File: src/mem_space_pkg.sv
/*
  Package for the memory space decoder: space codes, access classes, address
  limits, pointer widths and machine cycle timing.
  Assumes a single core clock; included by both design files.
*/
package mem_space_pkg;

  // ----------------------------------------------------------------
  // widths
  // ----------------------------------------------------------------
  localparam int PC_WIDTH = 23;
  localparam int EXTENDED_DATA_POINTER_WIDTH = 23;
  localparam int DATA_POINTER_16_WIDTH = 16;
  localparam int SP_WIDTH = 16;
  localparam int ADDR_WIDTH = 23;

  // ----------------------------------------------------------------
  // limits
  // ----------------------------------------------------------------
  localparam logic [22:0] DIRECT_TOP = 23'h00007f;
  localparam logic [22:0] INDIRECT_TOP = 23'h0000ff;
  localparam int EXTENDED_INTERNAL_SPACE_BYTES = 1280;
  localparam int XRAM_BYTES_SMALL = 768;
  localparam int XRAM_BYTES_LARGE = 1792;
  localparam logic [22:0] EXTERNAL_DATA_SPACE_TOP = 23'h00ffff;
  localparam logic [22:0] HIGH_DATA_SPACE_BYTES = 23'h7f0000;
  localparam logic [22:0] SP_RESET = 23'h000007;

  // universal pointer: bit 22 set selects data, 7f0000-7f04ff is internal ram
  localparam logic [22:0] UPTR_EXTENDED_INTERNAL_SPACE_BASE = 23'h7f0000;

  // ----------------------------------------------------------------
  // timing
  // ----------------------------------------------------------------
  localparam int CLOCKS_PER_MCYCLE = 6;
  localparam logic [2:0] MCYCLE_LAST = 3'h5;

  // ----------------------------------------------------------------
  // enumerations
  // ----------------------------------------------------------------
  typedef enum logic [2:0] {
    ACC_DIRECT,
    ACC_INDIRECT,
    ACC_STACK,
    ACC_EXT_MOVE,
    ACC_CODE_MOVE,
    ACC_FETCH,
    ACC_UNIVERSAL
  } access_class_t;

  typedef enum logic [1:0] {
    PTR_DPTR16,
    PTR_REG_ZERO,
    PTR_REG_ONE,
    PTR_EXTENDED
  } pointer_sel_t;

  typedef enum logic [2:0] {
    SPACE_NONE,
    SPACE_INTERNAL_RAM,
    SPACE_SPECIAL_REG,
    SPACE_ONCHIP_XRAM,
    SPACE_EXTERNAL_BUS,
    SPACE_CODE
  } space_t;

endpackage

File: src/stack_pointer_unit.sv
/*
  Stack pointer holder: 8 or 16 bit stack pointer with push/pop and load.
  Assumes the core issues at most one stack operation per machine cycle.
*/
`timescale 1ns/1ps
module stack_pointer_unit
  import mem_space_pkg::*;
(
  input wire logic clk,
  input wire logic rst,
  input wire logic wide_enable,
  input wire logic push,
  input wire logic pop,
  input wire logic load,
  input wire logic [SP_WIDTH-1:0] load_value,
  output logic [SP_WIDTH-1:0] sp
);

  typedef struct packed {
    logic [SP_WIDTH-1:0] sp;
  } sp_state_t;

  sp_state_t state;
  sp_state_t next_state;

  // ----------------------------------------------------------------
  // next value
  // ----------------------------------------------------------------
  always_comb
  begin
    next_state = state;
    if (load)
      next_state.sp = load_value;
    else if (push)
      next_state.sp = state.sp + 16'h0001;
    else if (pop)
      next_state.sp = state.sp - 16'h0001;
    // narrow stack wraps within the low 256 bytes
    if (!wide_enable)
      next_state.sp = {8'h00, next_state.sp[7:0]};
  end

  always_ff @(posedge clk)
  begin
    if (rst)
      state <= '{sp: SP_RESET[SP_WIDTH-1:0]};
    else
      state <= next_state;
  end

  assign sp = state.sp;

endmodule // stack_pointer_unit

File: src/memory_space_decoder.sv
/*
  Memory space decoder: classifies each core access into a target space and
  routes it to internal ram, special registers, on-chip external ram, the
  external bus or code. Holds program counter, both data pointers and the
  stack pointer, and flags each machine cycle start on MCYCLE_START.
  Assumes access requests are synchronous to CLK_SYS and held for one cycle.
*/
`timescale 1ns/1ps

// Functional notes
// RULE_01: program counter is 23 bits wide, reaching the whole code space.
// RULE_02: separate 23-bit extended data pointer beside the 16-bit data pointer.
// RULE_03: one machine cycle lasts exactly six clock periods.
// RULE_04: direct and indirect reach internal ram 00h-7Fh; external/code moves never.
// RULE_05: indirect reaches internal ram 00h-FFh.
// RULE_06: 1280-byte extended ram; upper part only via stack or universal pointer.
// RULE_07: stack pointer widens to 16 bits when stack extension is enabled.
// RULE_08: special registers 80h-FFh only by direct; indirect goes to ram.
// RULE_09: external move via 16-bit pointer or indirect regs reaches 64 KB space; indirect regs reach only 00h-FFh here.
// RULE_10: on-chip external ram of 768 or 1792 bytes, can be disabled.
// RULE_11: external move via extended pointer reaches high data up to 8,323,072 bytes.
// RULE_12: high data outside on-chip portion goes to the external bus.
// RULE_13: code space up to 8 MB reached by fetch and code moves.
// RULE_14: universal pointer moves reach every space except special registers.
// RULE_15: extended addressing switches the external bus to its wide format.
// RULE_16: stack extension only when the stack extension enable bit is set.
// RULE_17: extended addressing needed for code or high data above 64 KB; universal pointer accesses here reach both without it.
// RULE_18: with on-chip external ram disabled, all external data goes off-chip.
module memory_space_decoder
  import mem_space_pkg::*;
#(
  parameter int XRAM_BYTES = XRAM_BYTES_SMALL
)
(
  input wire logic CLK_SYS,
  input wire logic RST,
  input wire logic STACK_EXTENSION_ENABLE,
  input wire logic EXTENDED_ADDRESS_ENABLE,
  input wire logic XRAM_DISABLE,
  input wire logic REQ_VALID,
  input wire access_class_t REQ_CLASS,
  input wire pointer_sel_t REQ_POINTER,
  input wire logic [7:0] REQ_OFFSET,
  input wire logic [7:0] INDIRECT_REG_ZERO,
  input wire logic [7:0] INDIRECT_REG_ONE,
  input wire logic [ADDR_WIDTH-1:0] UNIVERSAL_ADDR,
  input wire logic PC_LOAD,
  input wire logic PC_INCREMENT,
  input wire logic [PC_WIDTH-1:0] PC_VALUE,
  input wire logic DATA_POINTER_16_LOAD,
  input wire logic [DATA_POINTER_16_WIDTH-1:0] DATA_POINTER_16_VALUE,
  input wire logic EXTENDED_DATA_POINTER_LOAD,
  input wire logic [EXTENDED_DATA_POINTER_WIDTH-1:0] EXTENDED_DATA_POINTER_VALUE,
  input wire logic SP_PUSH,
  input wire logic SP_POP,
  input wire logic SP_LOAD,
  input wire logic [SP_WIDTH-1:0] SP_VALUE,
  output logic MCYCLE_START,
  output space_t ACC_SPACE,
  output logic [ADDR_WIDTH-1:0] ACC_ADDR,
  output logic ACC_VALID,
  output logic BUS_WIDE_FORMAT,
  output logic [PC_WIDTH-1:0] PC,
  output logic [SP_WIDTH-1:0] SP
);

  // refuse on-chip ram sizes other than the two built variants
  if (XRAM_BYTES != XRAM_BYTES_SMALL && XRAM_BYTES != XRAM_BYTES_LARGE)
  begin : g_bad_xram_size
    $error("XRAM_BYTES must be one of the two on-chip sizes");
  end

  localparam logic [22:0] XRAM_TOP = 23'(XRAM_BYTES - 1);
  localparam logic [22:0] EXTENDED_INTERNAL_SPACE_TOP = 23'(EXTENDED_INTERNAL_SPACE_BYTES - 1);

  typedef struct packed {
    logic [2:0] phase;
    logic [PC_WIDTH-1:0] pc;
    logic [DATA_POINTER_16_WIDTH-1:0] data_pointer_16;
    logic [EXTENDED_DATA_POINTER_WIDTH-1:0] extended_data_pointer;
    space_t space;
    logic [ADDR_WIDTH-1:0] addr;
    logic valid;
    logic wide;
  } state_t;

  state_t state;
  state_t next_state;
  logic [SP_WIDTH-1:0] sp;
  space_t dec_space;
  logic [ADDR_WIDTH-1:0] dec_addr;

  // ----------------------------------------------------------------
  // helpers
  // ----------------------------------------------------------------
  // external data: on-chip ram when enabled and in range, else the bus
  function automatic space_t external_data_space_target(input logic [22:0] a, input logic dis);
    if (!dis && a <= XRAM_TOP) // RULE_10 RULE_18
      return SPACE_ONCHIP_XRAM;
    return SPACE_EXTERNAL_BUS; // RULE_12
  endfunction

  // ----------------------------------------------------------------
  // stack pointer
  // ----------------------------------------------------------------
  stack_pointer_unit u_sp (
    .clk(CLK_SYS),
    .rst(RST),
    .wide_enable(STACK_EXTENSION_ENABLE), // RULE_07 RULE_16
    .push(SP_PUSH),
    .pop(SP_POP),
    .load(SP_LOAD),
    .load_value(SP_VALUE),
    .sp(sp)
  );

  // ----------------------------------------------------------------
  // space decode
  // ----------------------------------------------------------------
  always_comb
  begin
    dec_space = SPACE_NONE;
    dec_addr = '0;
    unique case (REQ_CLASS)
      ACC_DIRECT:
      begin
        dec_addr = {15'h0000, REQ_OFFSET};
        // upper half of direct space is special registers
        dec_space = (dec_addr <= DIRECT_TOP) ? SPACE_INTERNAL_RAM // RULE_04
                                             : SPACE_SPECIAL_REG; // RULE_08
      end
      ACC_INDIRECT:
      begin
        dec_addr = {15'h0000, REQ_OFFSET};
        dec_space = SPACE_INTERNAL_RAM; // RULE_05 RULE_08
      end
      ACC_STACK:
      begin
        dec_addr = {7'h00, sp};
        dec_space = (dec_addr <= EXTENDED_INTERNAL_SPACE_TOP) ? SPACE_INTERNAL_RAM // RULE_06
                                            : SPACE_NONE;
      end
      ACC_EXT_MOVE:
      begin
        unique case (REQ_POINTER)
          PTR_DPTR16: dec_addr = {7'h00, state.data_pointer_16}; // RULE_09
          PTR_REG_ZERO: dec_addr = {15'h0000, INDIRECT_REG_ZERO};
          PTR_REG_ONE: dec_addr = {15'h0000, INDIRECT_REG_ONE};
          PTR_EXTENDED: dec_addr = state.extended_data_pointer; // RULE_11
        endcase
        // high data above 64 KB is only reachable in extended addressing
        if (!EXTENDED_ADDRESS_ENABLE) // RULE_17
          dec_addr = {7'h00, dec_addr[15:0]};
        if (dec_addr < HIGH_DATA_SPACE_BYTES + EXTERNAL_DATA_SPACE_TOP + 23'h000001 - 23'h010000)
          dec_space = external_data_space_target(dec_addr, XRAM_DISABLE); // RULE_04
      end
      ACC_CODE_MOVE, ACC_FETCH:
      begin
        dec_addr = (REQ_CLASS == ACC_FETCH) ? state.pc : state.data_pointer_16 + 23'h000000;
        if (REQ_CLASS == ACC_CODE_MOVE && REQ_POINTER == PTR_EXTENDED)
          dec_addr = state.extended_data_pointer;
        if (!EXTENDED_ADDRESS_ENABLE) // RULE_17
          dec_addr = {7'h00, dec_addr[15:0]};
        dec_space = SPACE_CODE; // RULE_13
      end
      ACC_UNIVERSAL:
      begin
        // no path to special registers from a universal pointer
        if (UNIVERSAL_ADDR >= UPTR_EXTENDED_INTERNAL_SPACE_BASE) // RULE_14
        begin
          dec_addr = UNIVERSAL_ADDR - UPTR_EXTENDED_INTERNAL_SPACE_BASE;
          dec_space = (dec_addr <= EXTENDED_INTERNAL_SPACE_TOP) ? SPACE_INTERNAL_RAM : SPACE_NONE; // RULE_06
        end
        else if (UNIVERSAL_ADDR[22])
        begin
          dec_addr = UNIVERSAL_ADDR - 23'h400000;
          dec_space = external_data_space_target(dec_addr, XRAM_DISABLE);
        end
        else
        begin
          dec_addr = UNIVERSAL_ADDR;
          dec_space = SPACE_CODE;
        end
      end
      default:
      begin
        dec_space = SPACE_NONE;
        dec_addr = '0;
      end
    endcase
  end

  // ----------------------------------------------------------------
  // state update
  // ----------------------------------------------------------------
  always_comb
  begin
    next_state = state;
    next_state.phase = (state.phase == MCYCLE_LAST) ? 3'h0 : state.phase + 3'h1; // RULE_03
    if (PC_LOAD)
      next_state.pc = PC_VALUE; // RULE_01
    else if (PC_INCREMENT)
      next_state.pc = state.pc + 23'h000001;
    if (DATA_POINTER_16_LOAD)
      next_state.data_pointer_16 = DATA_POINTER_16_VALUE;
    if (EXTENDED_DATA_POINTER_LOAD)
      next_state.extended_data_pointer = EXTENDED_DATA_POINTER_VALUE; // RULE_02
    next_state.valid = REQ_VALID && (dec_space != SPACE_NONE);
    if (REQ_VALID)
    begin
      next_state.space = dec_space;
      next_state.addr = dec_addr;
    end
    // wide bus format whenever extended addressing is on
    next_state.wide = EXTENDED_ADDRESS_ENABLE; // RULE_15
  end

  always_ff @(posedge CLK_SYS)
  begin
    if (RST)
      state <= '{phase: 3'h0, pc: '0, data_pointer_16: '0, extended_data_pointer: '0, space: SPACE_NONE,
                 addr: '0, valid: 1'b0, wide: 1'b0};
    else
      state <= next_state;
  end

  assign MCYCLE_START = (state.phase == 3'h0);
  assign ACC_SPACE = state.space;
  assign ACC_ADDR = state.addr;
  assign ACC_VALID = state.valid;
  assign BUS_WIDE_FORMAT = state.wide;
  assign PC = state.pc;
  assign SP = sp;

endmodule // memory_space_decoder

File: config.mk
export PLATFORM = sky130hd
export DESIGN_NAME = memory_space_decoder
export DESIGN_NICKNAME = d
export VERILOG_FILES = /design/src/mem_space_pkg.sv /design/src/stack_pointer_unit.sv /design/src/memory_space_decoder.sv
export SDC_FILE = /design/constraint.sdc
export NUM_CORES = 1
export LEC_CHECK = 0
export BUFFER_PORTS_ARGS = -buffer_cell sky130_fd_sc_hd__clkbuf_2
export CAP_MARGIN = 30
export CORE_UTILIZATION = 49
export CTS_BUF_LIST = sky130_fd_sc_hd__clkbuf_4
export CTS_CLUSTER_SIZE = 24
export DETAILED_ROUTE_END_ITERATION = 16
export GPL_TIMING_DRIVEN = 0
export PLACE_DENSITY_LB_ADDON = 0.05
export SETUP_SLACK_MARGIN = 0.3
export SYNTH_ARGS = -nofsm -noshare
export SYNTH_HDL_FRONTEND = slang
export SYNTH_SLANG_ARGS = --single-unit
export TNS_END_PERCENT = 10
File: constraint.sdc
create_clock -name CLK_SYS -period 2.4 [get_ports CLK_SYS]
set_input_delay 0.36 -clock CLK_SYS [delete_from_list [all_inputs] [get_ports CLK_SYS]]
set_output_delay 0.36 -clock CLK_SYS [all_outputs]
set_load 0.05 [all_outputs]
### Word level (Yosys, flattened, before mapping)

Cells that the tools add are included.

| storage, ports and cells | value |
|---|---|
| logic and storage cells | 81 |
| input port bits | 143 |
| register bits | 109 |
| output and inout port bits | 68 |

| cells by class | value |
|---|---|
| reductions and logical operators | 15 |
| order comparisons | 7 |
| mux-type cells | 32 |
| add/sub/neg operators | 6 |
| bitwise gates (word level) | 1 |
| equality and inequality tests | 10 |

Operator list:

| operator | number |
|---|---|
| two-way mux 23 bit | 9 |
| one-hot mux 23 bit (5 select lines) | 1 |
| one-hot mux 23 bit (4 select lines) | 1 |
| two-way mux 16 bit | 3 |
| less-or-equal comparator 23 x 10 -> 1 bit (second input constant) | 2 |
| subtractor 23 bit (second input constant) | 2 |
| adder 23 x 1 -> 23 bit (second input constant) | 1 |
| greater-or-equal comparator 23 bit (second input constant) | 1 |
| less-or-equal comparator 23 x 11 -> 1 bit (second input constant) | 1 |
| less-than comparator 23 bit (second input constant) | 1 |
| two-way mux 3 bit | 7 |
| one-hot mux 3 bit (6 select lines) | 1 |
| adder 16 x 1 -> 16 bit (second input constant) | 1 |
| less-or-equal comparator 16 x 11 -> 1 bit (second input constant) | 1 |
| subtractor 16 x 1 -> 16 bit (second input constant) | 1 |
| == test 3 bit (second input constant) | 4 |
| two-way mux 1 bit | 9 |
| less-or-equal comparator 8 x 7 -> 1 bit (second input constant) | 1 |
| OR reduction 2 bit | 4 |
| == test 3 x 2 -> 1 bit (second input constant) | 2 |
| zero test 3 bit | 2 |
| nonzero test 3 bit | 2 |
| == test 2 bit (second input constant) | 2 |
| logical AND 1 bit | 4 |
| 8 further kinds | 8 |

### Longest topological paths before layout

| logic depth | value |
|---|---|
| depth after elaboration | 14 |
| gate-level depth with buffers | 9 |
| depth with buffers taken out | 8 |

### Modules after synthesis

A second synthesis with hierarchy kept.

| second synthesis, totals | value |
|---|---|
| cells, all modules | 879 |
| area total of the unflattened synthesis | 7,188.1 um^2 |

Modules (own cells, without submodules):

| module | sequential area each (um^2) | times used | cells each | area an instance (um^2) |
|---|---|---|---|---|
| memory_space_decoder | 1,861.8 | 1 | 691 | 5,689.2 |
| stack_pointer_unit | 320.3 | 1 | 188 | 1,498.9 |

### Least setup slack after synthesis

OpenSTA, ideal clock, no wires.

| path | value |
|---|---|
| path type | input to register |
| start | input SP_PUSH |
| end | register u_sp.state (netlist bit u_sp.sp[13]) |
| stages | 8 |
| slack | -0.065 ns |
| arrival time | 2.344 ns |
| buffers on the path | 0 |
| library setup time | 0.122 ns |
| cell sequence | inv_1 -> ha_1 -> a2111oi_4 -> o21ai_2 -> a2111oi_4 -> or3b_1 -> a21oi_1 -> o311a_1 |

| between the ends | value |
|---|---|
| word-level cells in the longest chain between the ends | 2 |
| elaborated cells on any way between the ends | 3 |
| classes of those cells | 2 x mux; 1 x reduce/logical |

RTL lines:

| what | line | RTL |
|---|---|---|
| start, declared | memory_space_decoder.sv:54 | `input wire logic SP_PUSH,` |
| two-way mux 16 bit | stack_pointer_unit.sv:34 | `else if (push)` |
| two-way mux 16 bit | stack_pointer_unit.sv:32 | `if (load)` |
| end signal, assigned | stack_pointer_unit.sv:46 | `state <= '{sp: SP_RESET[SP_WIDTH-1:0]};` |
| end signal, assigned | stack_pointer_unit.sv:48 | `state <= next_state;` |
| end, declared | stack_pointer_unit.sv:23 | `sp_state_t state;` |

Parallel ways exist; a longest one is shown, timed or not.
A chain may end at the register's enable or synchronous reset.

### Worst setup path after layout

| path | value |
|---|---|
| start | register u_sp.state (netlist bit u_sp.sp[7]) |
| end | register u_sp.state (netlist bit u_sp.sp[13]) |

| between the ends | value |
|---|---|
| word-level cells in the longest chain between the ends | 4 |
| elaborated cells on any way between the ends | 5 |
| classes of those cells | 2 x add/sub; 3 x mux |

RTL lines:

| what | line | RTL |
|---|---|---|
| subtractor 16 x 1 -> 16 bit | stack_pointer_unit.sv:37 | `next_state.sp = state.sp - 16'h0001;` |
| two-way mux 16 bit | stack_pointer_unit.sv:36 | `else if (pop)` |
| two-way mux 16 bit (*) | stack_pointer_unit.sv:34 |  |
| two-way mux 16 bit (*) | stack_pointer_unit.sv:32 |  |

Every way passes the cells marked *; elsewhere a longest branch is shown, timed or not. The select of a mux whose other input is x is not followed.

==> results.json <==
{
  "grtUsageTotal_pct": 31.29,
  "nets": 1293,
  "io_buffers": 206,
  "yosysSeqAreaShare_pct": 30.16,
  "clock_sinks": 109,
  "drtAntennaViolNets": 0,
  "fin_crit_sh_pct": 88.44,
  "synth_area_um2": 7234,
  "startpoint": "u_sp.sp[7]$_SDFFE_PP0P_",
  "via_per_inst": 5.746,
  "setup_violations": 0,
  "grt_pass1_wl_mm": 35.78,
  "yosysWarnings": 0,
  "dp_hpwl_mm": 18.78,
  "status": "completed",
  "multi_input_area_um2": 4558,
  "avgRoutedWirePerCell_um": 18.28,
  "path_cells": "ha_1, nand3_1, a21oi_2, a2111oi_4, buf_4, nor3_4, a21oi_1, o311a_1",
  "worst_pin_slew_ns": 1.083,
  "clk-insertion-delay-late_ns": 0.50,
  "num_io_pins": 211,
  "irDropWorstVdd_v": 0.0003219,
  "synth.distinct_cells": 72,
  "ys_ff_latch": 109,
  "crit_fanout": 5,
  "grt_max_degree": 19,
  "timing_worst_setup_path_type": "flop to flop",
  "period_minus_slack_ns": 2.122,
  "worstPathRequired_ns": 2.81,
  "die-height_um": 123.5,
  "drive_gt1_share_pct": 30.89,
  "r2r_cells": 8,
  "vias": 7568,
  "area_growth_pct": 24.21,
  "r2r_setup_slack_ns": 0.28,
  "clock_path_buffers": 2,
  "async_flop_share_pct": 0,
  "path_delay_family": "compound AO/OA/AOI/OAI gates",
  "antenna_found_initial": 0,
  "pre_cts_ws_ns": -0.6281,
  "die_area_um2": 15250,
  "critical-path-max-stage-delay_ns": 0.43,
  "holdBufCountCts": 0,
  "worstSetupStartpointType": "flop",
  "dr.first_iter.drc_count": 609,
  "crit_buf_inv": 1,
  "relSlewSlack_pct": 27.44,
  "fin_tns_setup_ns": 0,
  "synth_edf_count": 0,
  "start_util_pct": 49.97,
  "rows": 44,
  "layout_common_cells": "205 x clkbuf_2, 113 x nor2_1, 101 x dfxtp_1",
  "cts_root_buf": "clkbuf_4",
  "rsz0062_at_grt": "true",
  "power_w": 0.004597,
  "critical_path_arrival_ns": 2.53,
  "core_area_um2": 14480,
  "cap_viol_max_count": 0,
  "cts.clk_slew.worst_paths_ns": 0.18,
  "ff_latch_area_um2": 2205,
  "drc": 0,
  "hold_path.class": "input port to flop",
  "worst_path_max_delay_cell": "ha_1",
  "p_per_area_nw_per_um2": 511.6,
  "ys.flop_type": "dfxtp_1",
  "grt_pass1_vias": 6610,
  "crit_cells": 8,
  "grt-ovfl-total": 0,
  "gp_congestion": 0.9310,
  "htreeDepth": 3,
  "finalClockSkew_ns": 0.01625,
  "synthCells": 892,
  "final.fill_count": 1387,
  "p_leak_nw": 4.038,
  "reg2reg_to": "u_sp.sp[13]$_SDFFE_PP0P_",
  "timing.rr.start": "u_sp.sp[7]$_SDFFE_PP0P_",
  "slew_viol_final": 0,
  "crit_end": "u_sp.sp[13]$_SDFFE_PP0P_",
  "cts_buffers": 9,
  "firstDrtPassIters": 5,
  "layout_commonest_cell": "clkbuf_2",
  "cts_tree": "yes",
  "syn_area_per_cell_um2": 8.110,
  "placedCellCount": 1282,
  "fin_cells": 1317,
  "end_kind": "flop",
  "syn-num-nets": 1057,
  "fmax_ghz": 0.4711,
  "die_w_um": 123.5,
  "final_hold_viol_count": 0,
  "setup_slack_ns": 0.2775,
  "antenna_cells": 0,
  "routed_wl_mm": 24.08
}
## worst min path at each step
stage,slack (ns),startpoint,endpoint,cells after the start
CTS,0.03,SP_VALUE[2],u_sp.sp[2]$_SDFFE_PP1P_,2
global route,0.05,SP_VALUE[2],u_sp.sp[2]$_SDFFE_PP1P_,2
global placement,0.44,ACC_ADDR[7]$_SDFFE_PP0P_,ACC_ADDR[7]$_SDFFE_PP0P_,2
detailed placement,0.44,ACC_ADDR[15]$_SDFFE_PP0P_,ACC_ADDR[15]$_SDFFE_PP0P_,2
floorplan,0.43,ACC_ADDR[10]$_SDFFE_PP0P_,ACC_ADDR[10]$_SDFFE_PP0P_,2
finish,0.06,SP_VALUE[2],u_sp.sp[2]$_SDFFE_PP1P_,2
## power by group
part	internal [W]	total (W)	switching, W
sequential	0.00192	0.00206	0.000137
combinational	0.000613	0.00150	0.000892
clock	0.000343	0.00103	0.000689
total	0.00288	0.00460	0.00172
## logic make-up after synthesis
| kind of cell | count (synthesis) | synth area share (%) |
|---|---|---|
| compound gates | 229 | 21.39 |
| xor+xnor | 29 | 3.511 |
| fa+ha+maj | 22 | 3.909 |
| buf+inv | 116 | 8.855 |
| flops | 109 | 30.16 |
| mux | 75 | 11.78 |
| simple gates | 312 | 20.39 |
## layer usage
layer	wire length, µm	up-vias	track usage (%)
met5	0	-	0
li1	-	3682	-
met2	11050	344	49.58
met1	10720	3516	43.38
met4	345	0	8.509
met3	1969	26	5.720
## state kept, by name, summed over array words and instances (netlist names)
name,count
u_sp.sp,16
PC,23
ACC_SPACE,3
ACC_ADDR,23
BUS_WIDE_FORMAT,1
state,42
ACC_VALID,1
## cell type report
cell class | instances | share of cell area [%]
plain buffers | 101 | 6.516
clock buffers | 10 | 0.8354
clock inverters | 6 | 0.7937
inverters | 15 | 0.6683
multi-input cells | 667 | 50.72
flip-flops and latches | 109 | 24.53
well taps | 184 | 2.562
repair buffers | 225 | 13.37
## what timing repair did
item,CTS,global route
pin swaps,7,10
endpoints found under the setup margin,9,13
gates resized for setup,11,22
setup buffers,10,9
## synthesized netlist by cell type, types with 10 or more instances
cell | n | area (µm²)
a211oi_1 | 10 | 75.07
ha_1 | 21 | 262.8
nand2_1 | 77 | 289.0
buf_4 | 51 | 382.9
xor2_1 | 10 | 87.58
buf_2 | 11 | 55.05
nand3_1 | 16 | 80.08
inv_1 | 14 | 52.55
clkbuf_1 | 34 | 127.6
a21oi_1 | 54 | 270.3
nor2b_1 | 13 | 81.33
dfxtp_1 | 109 | 2182
xnor2_1 | 19 | 166.4
nor3_1 | 19 | 95.09
nand4_1 | 20 | 125.1
nor2_1 | 113 | 424.2
o21ai_1 | 14 | 70.07
o21ai_0 | 58 | 290.3
mux2i_1 | 66 | 660.6
## per-stage QoR
step	area (µm²)	hold WS [ns]	utilization, %
2_1_floorplan	7272	0.4263	-
3_3_place_gp	8533	0.4368	58.94
3_5_place_dp	8533	0.4425	58.94
4_1_cts	8811	0.03423	60.85
5_1_grt	8986	0.04624	62.06
6_report	8986	0.06323	62.06
Note: power is estimated with default switching activity, not from simulation.
